### src/logic/ipr5_pkg.sv
`default_nettype none
package ipr5_pkg;
  // ----------------------------------------
  // register map and field layout
  // ----------------------------------------
  localparam logic [3:0] ipr5_addr_prio = 4'h0;
  localparam int ipr5_t4_lsb = 12;
  localparam int ipr5_oc4_lsb = 8;
  localparam int ipr5_oc3_lsb = 4;
  localparam logic [2:0] ipr5_level_reset = 3'h4;
  localparam logic [2:0] ipr5_level_off = 3'h0;
  localparam logic [15:0] ipr5_impl_mask = 16'h7770;
endpackage : ipr5_pkg
`default_nettype wire

### src/logic/ipr5_regs.sv
`default_nettype none
module ipr5_regs #(
  parameter int addr_width = 4
) (
  input wire logic clk,
  input wire logic rst,
  input wire logic [addr_width-1:0] addr,
  input wire logic [15:0] wdata,
  input wire logic wr,
  input wire logic rd,
  output logic [15:0] rdata,
  input wire logic timer_four_irq_req,
  input wire logic compare_ch_four_irq_req,
  input wire logic compare_ch_three_irq_req,
  output logic [2:0] timer_four_irq_level,
  output logic [2:0] compare_ch_four_irq_level,
  output logic [2:0] compare_ch_three_irq_level,
  output logic timer_four_irq_active,
  output logic compare_ch_four_irq_active,
  output logic compare_ch_three_irq_active
);
  initial begin
    if (addr_width < 4) begin
      $error("addr_width too small");
    end
  end

  // ----------------------------------------
  // state
  // ----------------------------------------
  typedef struct packed {
    logic [2:0] t4;
    logic [2:0] oc4;
    logic [2:0] oc3;
    logic [15:0] rdata;
  } ipr5_state_type;

  ipr5_state_type st;
  ipr5_state_type next_st;

  function automatic logic [15:0] ipr5_pack(input logic [2:0] a, input logic [2:0] b,
                                            input logic [2:0] c);
    logic [15:0] v;
    v = 16'h0000;
    v[ipr5_pkg::ipr5_t4_lsb +: 3] = a;
    v[ipr5_pkg::ipr5_oc4_lsb +: 3] = b;
    v[ipr5_pkg::ipr5_oc3_lsb +: 3] = c;
    return v & ipr5_pkg::ipr5_impl_mask;
  endfunction : ipr5_pack

  wire logic hit = (addr == addr_width'(ipr5_pkg::ipr5_addr_prio));

  always_comb begin
    next_st = st;
    if (wr && hit) begin
      next_st.t4 = wdata[ipr5_pkg::ipr5_t4_lsb +: 3];
      next_st.oc4 = wdata[ipr5_pkg::ipr5_oc4_lsb +: 3];
      next_st.oc3 = wdata[ipr5_pkg::ipr5_oc3_lsb +: 3];
    end
    // read data stand only in the cycle after the strobe
    if (rd && hit) begin
      next_st.rdata = ipr5_pack(st.t4, st.oc4, st.oc3);
    end else begin
      next_st.rdata = 16'h0000;
    end
  end

  always_ff @(posedge clk or posedge rst) begin
    if (rst) begin
      st.t4 <= ipr5_pkg::ipr5_level_reset;
      st.oc4 <= ipr5_pkg::ipr5_level_reset;
      st.oc3 <= ipr5_pkg::ipr5_level_reset;
      st.rdata <= 16'h0000;
    end else begin
      st <= next_st;
    end
  end

  // ----------------------------------------
  // outputs to the arbiter
  // ----------------------------------------
  // level passes straight through: arbiter compares numerically, larger wins
  assign rdata = st.rdata;
  assign timer_four_irq_level = st.t4;
  assign compare_ch_four_irq_level = st.oc4;
  assign compare_ch_three_irq_level = st.oc3;
  assign timer_four_irq_active = timer_four_irq_req && (st.t4 != ipr5_pkg::ipr5_level_off);
  assign compare_ch_four_irq_active =
    compare_ch_four_irq_req && (st.oc4 != ipr5_pkg::ipr5_level_off);
  assign compare_ch_three_irq_active =
    compare_ch_three_irq_req && (st.oc3 != ipr5_pkg::ipr5_level_off);

  // ----------------------------------------
  // assertions
  // ----------------------------------------
  a_t4_write: assert property (@(posedge clk) disable iff (rst)
    (wr && hit) |=> (timer_four_irq_level == $past(wdata[14:12])))
    else $error("timer four level not written");
  a_oc_write: assert property (@(posedge clk) disable iff (rst)
    (wr && hit) |=> (compare_ch_four_irq_level == $past(wdata[10:8]))
      && (compare_ch_three_irq_level == $past(wdata[6:4])))
    else $error("compare levels not written");
  a_hold_level: assert property (@(posedge clk) disable iff (rst)
    !(wr && hit) |=> $stable(timer_four_irq_level) && $stable(compare_ch_four_irq_level))
    else $error("level changed without write");
  a_off_masks: assert property (@(posedge clk) disable iff (rst)
    (compare_ch_three_irq_level == 3'h0) |-> !compare_ch_three_irq_active)
    else $error("disabled source presented");
  a_on_passes: assert property (@(posedge clk) disable iff (rst)
    (timer_four_irq_req && timer_four_irq_level != 3'h0) |-> timer_four_irq_active)
    else $error("enabled source dropped");
  a_unimpl_zero: assert property (@(posedge clk) disable iff (rst)
    (rd && hit) |=> ((rdata & 16'h888F) == 16'h0000)
      && (rdata[14:12] == $past(timer_four_irq_level)))
    else $error("bad read data");
  a_reset_val: assert property (@(posedge clk)
    $fell(rst) |-> (timer_four_irq_level == 3'h4) && (compare_ch_four_irq_level == 3'h4)
      && (compare_ch_three_irq_level == 3'h4))
    else $error("reset value wrong");
  a_rd_once: assert property (@(posedge clk) disable iff (rst)
    !(rd && hit) |=> (rdata == 16'h0000))
    else $error("read data outside read slot");

  c_write: cover property (@(posedge clk) disable iff (rst) wr && hit);
  c_read: cover property (@(posedge clk) disable iff (rst) rd && hit ##1 rd && hit);
  c_off: cover property (@(posedge clk) disable iff (rst)
    timer_four_irq_req && timer_four_irq_level == 3'h0);
endmodule : ipr5_regs
`default_nettype wire

### config.mk
export PLATFORM = sky130hd
export DESIGN_NAME = ipr5_regs
export DESIGN_NICKNAME = d
export VERILOG_FILES = /design/src/logic/ipr5_pkg.sv /design/src/logic/ipr5_regs.sv
export SDC_FILE = /design/constraint.sdc
export NUM_CORES = 1
export LEC_CHECK = 0
export ABC_CLOCK_PERIOD_IN_PS = 800
export BUFFER_PORTS_ARGS = -buffer_cell sky130_fd_sc_hd__buf_4
export CORE_MARGIN = 2
export CORE_UTILIZATION = 35
export DETAILED_ROUTE_END_ITERATION = 7
export PLACE_DENSITY = 0.78
export SLEW_MARGIN = 10
export SYNTH_ARGS = -nofsm -noshare
export SYNTH_HDL_FRONTEND = slang
export SYNTH_SLANG_ARGS = --single-unit
### constraint.sdc
create_clock -name clk -period 0.8 [get_ports clk]
set_input_delay 0.12 -clock clk [delete_from_list [all_inputs] [get_ports clk]]
set_output_delay 0.12 -clock clk [all_outputs]
set_load 0.01 [all_outputs]
# After elaboration in Yosys (flattened, before gate mapping)
# Index checks and enable logic that the tools add are counted.
op_classes:
  n_mux: 1
  n_reduce_logical: 9
op_table:
  columns: ["operator", "n"]
  rows:
  - ["two-way mux 15 bit", 1]
  - ["nonzero test 3 bit", 3]
  - ["logical AND 1 bit", 5]
  - ["zero test 4 bit", 1]
totals:
  reg_bits: 25
  out_inout_bits: 28
  elab_cells: 14
  input_bits: 27

# Longest topological paths before layout
# Gate-level depths: netlist of run 1.
logic_depth:
  ltp_word: 3
  mapped_depth: 3
  mapped_depth_nobuf: 3

# Worst setup path before layout of run 1
# No wires, ideal clock.
synth_path:
  path_type: "input to register"
  start: "input addr[1]"
  end: "register st (netlist bit compare_ch_four_irq_level[0])"
  setup_time_ps: 125
  n_path_buf: 0
  arrival_time_ps: 962
  path_slack_ps: -286
  t_required_ps: 675
  cell_stages: 3
  cell_sequence: "nor4_4 -> nand2_4 -> mux2_2"
synth_via:
  elab_chain_cells: 2
synth_lines:
  columns: ["element", "line", "source"]
  rows:
  - ["start, declared", "ipr5_regs.sv:7", "input wire logic [addr_width-1:0] addr,"]
  - ["zero test 4 bit", "ipr5_regs.sv:51", "wire logic hit = (addr == addr_width'(ipr5_pkg::ipr5_addr_prio));"]
  - ["logical AND 1 bit", "ipr5_regs.sv:55", "if (wr && hit) begin"]
  - ["end signal, assigned", "ipr5_regs.sv:75", "st <= next_st;"]
  - ["end, declared", "ipr5_regs.sv:38", "ipr5_state_type st;"]
# Every way passes these cells.
# A chain may end at the register's enable or synchronous reset.

# Worst setup path after layout of run 1
layout_path:
  start: "register st (netlist bit timer_four_irq_level[0])"
  end: "output timer_four_irq_active"
layout_via:
  elab_chain_cells: 2
layout_lines:
  columns: ["element", "line", "source"]
  rows:
  - ["nonzero test 3 bit", "ipr5_regs.sv:87", "assign timer_four_irq_active = timer_four_irq_req && (st.t4 != ipr5_pkg::ipr5_level_off);"]
  - ["logical AND 1 bit", "ipr5_regs.sv:87", null]
  - ["end, declared", "ipr5_regs.sv:18", "output logic timer_four_irq_active,"]
# Every way passes these cells.

==> results.json, run 1 <==
{
  "final_common_cell": "buf_6",
  "wl_mm": 2.25,
  "pwr-share-clk_pct": 16.2,
  "cap_violations": 0,
  "vias": 627,
  "fp.coreArea_um2": 1980,
  "die-area_um2": 2500,
  "min_path_cells": 2,
  "grt_setup_unrepaired": "yes",
  "min_from": "wdata[9]",
  "ys_ff_latch": 18,
  "area_delta_synth_final_pct": 98.8,
  "antenna_found_initial": 0,
  "p_total_w": 0.00289,
  "fin_ws_ps": -461,
  "fillers": 119,
  "p_sw_w": 0.000798,
  "violations": "negative setup slack",
  "port_buffers": 40,
  "syn_area_um2": 742,
  "cts-buffers-inserted": 3,
  "pre_cts_ws_ps": -344,
  "cts.path.max_buffers": 2,
  "cp_max_fo": 4,
  "seqPwrFrac_pct": 40.0,
  "holdPathEnd": "compare_ch_four_irq_level[1]",
  "h-tree-depth": 1,
  "r2r_cells": 3,
  "cp-start-kind": "flop",
  "ys_types": 10,
  "ant_nets": 0,
  "path_class": "flop to primary output",
  "grt_max_degree": 19,
  "tns_ps": -7220,
  "start_util_pct": 37.4,
  "ys_seq_area_share_pct": 61.2,
  "crit_path_end_kind": "primary output",
  "reg2reg_slack_ps": -200,
  "pin_count": 55,
  "wl_per_cell_um": 15.8,
  "cts_tree": "done",
  "power_density_nw_per_um2": 1960,
  "worst_hold_slack_ps": 50.4,
  "drc": 0,
  "finalMaxSlewViolations": 0,
  "fin_nets": 144,
  "syn_inst": 50,
  "die_y_um": 50.0,
  "drt_first_pass_iters": 4,
  "slowest_delay_ps": 450,
  "vdd_ir_drop_max_v": 0.00132,
  "clock_latency_ps": 290,
  "rows": 16,
  "vias_per_cell": 4.38,
  "finalCritPeriodShare_pct": 158,
  "outcome": "finished with violations",
  "worst_clock_skew_ps": 9.61,
  "yosysWarnings": 0,
  "layout_common_cells": "buf_6 (39), buf_4 (22), dfrtp_1 (15)",
  "globalplace.congestion": 0.726,
  "clk_pin_slew_worst_paths_ps": 110,
  "crit_arrival_ps": 1140,
  "syn_area_per_cell_um2": 14.8,
  "p_sw_share_pct": 27.6,
  "r2r_start": "compare_ch_four_irq_level[0]",
  "chipWidth_um": 50.0,
  "power_leakage_nw": 0.755,
  "cts.sinks": 18,
  "critical_path_required_ps": 680,
  "utilization_pct": 74.4,
  "drive_above_1_share_pct": 75.9,
  "drtIter0Drc": 2,
  "min_period_ps": 1260,
  "grt_pass1_wl_mm": 3.19,
  "worstHoldPathType": "input port to flop",
  "grt-ovfl-total": 0,
  "grt_pass1_vias": 648,
  "combPwrFrac_pct": 43.8,
  "cts_root_buf": "clkbuf_4",
  "p_int_w": 0.00209,
  "finalHoldViolCount": 0,
  "setup_viol": 38,
  "reg2reg_to": "compare_ch_four_irq_level[0]",
  "grt_usage_pct": 17.7,
  "diodes": 0,
  "critPathSlowestCell": "dfrtp_1",
  "max_freq_mhz": 793,
  "path_cells": "o31a_1 > buf_6"
}
==> worst max-delay path by stage <==
stage | from | endpoint
floorplan | addr[1] | compare_ch_four_irq_level[0]
global placement | addr[1] | timer_four_irq_level[0]
detailed placement | addr[1] | compare_ch_four_irq_level[0]
CTS | compare_ch_four_irq_level[0] | compare_ch_four_irq_active
global route | compare_ch_four_irq_level[0] | compare_ch_four_irq_active
finish | timer_four_irq_level[0] | timer_four_irq_active
==> logic make-up after synthesis <==
group           synth area share [%]
compound gates                  3.54
mux                             13.7
other cells                    0.505
buf+inv                         7.59
flops                           61.2
simple gates                    13.5
==> cells in the mapped netlist <==
cell type  count  area (um^2)
and3_2         9         67.6
buf_4          7         52.6
dfrtp_1       15          375
conb_1         1         3.75
inv_1          1         3.75
nand2_4        1         11.3
o31a_1         3         26.3
nor4_4         1         21.3
mux2_2         9          101
dfstp_2        3         78.8
==> what timing repair did <==
item | in CTS | in global routing
pin swaps | 1 | 2
hold buffers | 1 | 0
gates resized for setup | 36 | 27
setup endpoints to repair | 37 | 38
cloned | 1 | 0
endpoints found under the hold margin | 15 | 0
buffers inserted | 7 | 9
==> critical path: cells and delay by family (launching register included) <==
family,cells,cell delay [ps]
AO/OA/AOI/OAI,1,270
buffers and inverters,1,120
flip-flops,1,450
==> per-layer routing <==
metal	vias to the layer above	part of all wire [%]	track usage, %
li1	299	-	-
met2	20	54	30.0
met5	-	0	0
met1	306	42	21.7
met4	0	0.71	8.33
met3	2	2.8	2.73
==> registers in the layout, indices dropped and copies added (netlist names) <==
signal	count
compare_ch_four_irq_level	3
rdata	9
compare_ch_three_irq_level	3
timer_four_irq_level	3
==> power by group through the flow <==
stage,Clock (W),Sequential [W],Combinational [W]
2_1_floorplan,0,0.00120,0.000201
3_3_place_gp,0,0.00113,0.000716
3_5_place_dp,0,0.00114,0.000726
4_1_cts,0.000482,0.00114,0.00102
5_1_grt,0.000531,0.00116,0.00132
6_report,0.000468,0.00115,0.00126
==> layout make-up <==
type                       instances  area, um^2  share of cell area [%]
clock buffer                       4        26.3                    1.78
inverter                           1        3.75                   0.254
multi-input combinational         31         343                    23.2
sequential                        18         454                    30.8
tap                               27        33.8                    2.29
timing repair buffer              62         614                    41.6
==> per-stage QoR <==
step	instance area, um^2	instances
3_5_place_dp	1120	126
3_3_place_gp	1120	126
2_1_floorplan	764	56
6_report	1480	143
4_1_cts	1350	139
5_1_grt	1480	143
Note: power is estimated with default switching activity, not from simulation.
==> run 2: changes to the inputs <==
--- a/config.mk
+++ b/config.mk
@@ -11,6 +11,7 @@
 export CORE_UTILIZATION = 35
 export DETAILED_ROUTE_END_ITERATION = 7
 export PLACE_DENSITY = 0.78
+export REMOVE_ABC_BUFFERS = 1
 export SLEW_MARGIN = 10
 export SYNTH_ARGS = -nofsm -noshare
 export SYNTH_HDL_FRONTEND = slang
==> results.json, run 2 (synthesized netlist as in run 1, its figures left out) <==
{
  "crit_path_end_kind": "primary output",
  "final_common_cell": "buf_6",
  "drive_above_1_share_pct": 76.5,
  "pre_cts_ws_ps": -382,
  "clk_pin_slew_worst_paths_ps": 100,
  "finalMaxSlewViolations": 0,
  "fp.coreArea_um2": 1980,
  "grt-ovfl-total": 0,
  "antenna_found_initial": 0,
  "grt_pass1_vias": 659,
  "finalHoldViolCount": 0,
  "power_leakage_nw": 0.757,
  "regMostFlops": "rdata",
  "globalplace.congestion": 0.731,
  "cp-start-kind": "flop",
  "r2r_cells": 3,
  "rows": 16,
  "largest_reg_flops": 9,
  "path_depth": 2,
  "cts_root_buf": "clkbuf_4",
  "cap_violations": 0,
  "crit_family": "flip-flops",
  "violations": "negative setup slack",
  "min_path_cells": 2,
  "wl_mm": 2.25,
  "vias": 643,
  "min_period_ps": 1270,
  "worstHoldPathType": "input port to flop",
  "path_buf_inv": 1,
  "chipWidth_um": 50.0,
  "grt_max_degree": 19,
  "drtIter0Drc": 12,
  "setup_viol": 37,
  "diodes": 0,
  "crit_arrival_ps": 1150,
  "outcome": "finished with violations",
  "power_density_nw_per_um2": 2010,
  "clock_latency_ps": 300,
  "max_freq_mhz": 785,
  "ant_nets": 0,
  "die-area_um2": 2500,
  "wl_per_cell_um": 15.9,
  "cts.sinks": 18,
  "cp_max_fo": 2,
  "pin_count": 55,
  "fin_nets": 143,
  "die_y_um": 50.0,
  "finalCritPeriodShare_pct": 159,
  "cts-buffers-inserted": 3,
  "port_buffers": 40,
  "path_cells": "o31a_1 > buf_4",
  "critPathSlowestCell": "dfstp_2",
  "vdd_ir_drop_max_v": 0.00113,
  "fin_ws_ps": -473,
  "grt_pass1_wl_mm": 3.31,
  "grt_usage_pct": 18.3,
  "grt_setup_unrepaired": "yes",
  "path_class": "flop to primary output",
  "area_delta_synth_final_pct": 94.9,
  "vias_per_cell": 4.53,
  "drt_first_pass_iters": 4,
  "cts_tree": "done",
  "cts.path.max_buffers": 2,
  "slowest_delay_ps": 560,
  "p_total_w": 0.00291,
  "start_util_pct": 37.4,
  "layout_common_cells": "buf_6 (36), buf_4 (24), dfrtp_1 (15)",
  "worst_hold_slack_ps": 45.4,
  "drc": 0,
  "worst_clock_skew_ps": 5.55,
  "h-tree-depth": 1,
  "critical_path_required_ps": 680,
  "utilization_pct": 73.0
}
run 2: power breakdown:
group	leakage, nW	internal [W]	switching (W)
registers	0.230	0.00105	0.000104
clock network	0.0210	0.000277	0.000285
logic	0.506	0.000791	0.000405
total	0.757	0.00212	0.000794
run 2: path summary, 6_finish.rpt:
path	startpoint	end	slack, ps
worst min-delay path	wdata[10]	compare_ch_four_irq_level[2]	50
worst max register to register	timer_four_irq_level[0]	timer_four_irq_level[0]	-200
worst max-delay path	timer_four_irq_level[2]	timer_four_irq_active	-470
max in group asynchronous	rst	timer_four_irq_level[2]	140
min in group asynchronous	rst	compare_ch_three_irq_level[0]	400
worst min register to register	compare_ch_three_irq_level[0]	compare_ch_three_irq_level[0]	630
run 2: per-layer routing:
layer  wire length, um  part of all wire, %  GRT usage (%)
met1               992                   44           22.4
met2              1070                   47           30.9
met3               174                  7.7           6.06
met4                17                 0.75           4.17
met5                 0                    0              0
run 2: per-stage QoR:
stage	instances	cell area [um^2]	TNS, ps
2_1_floorplan	49	712	-2960
4_1_cts	137	1340	-6260
5_1_grt	142	1450	-8920
3_5_place_dp	125	1110	-5950
3_3_place_gp	125	1110	-5180
6_report	142	1450	-7690
run 2: final cells by class:
type | instances | area [um^2]
clock buffer | 4 | 36.3
tap | 27 | 33.8
fill | 114 | 536
timing repair buffer | 61 | 596
inverter | 1 | 3.75
sequential | 18 | 454
multi-input combinational | 31 | 323
run 2: worst register-to-register path, delay by kind of cell (launching register included):
family | cells | cell delay (ps)
DFF | 1 | 420
muxes | 1 | 250
buffers and inverters | 2 | 230
run 2: what timing repair did:
action,4_1_cts,5_1_grt
hold endpoints to repair,15,0
gates cloned,1,0
setup endpoints to repair,35,39
hold buffers,1,0
resized for setup,35,18
buffers inserted,9,7
pin swaps,2,2
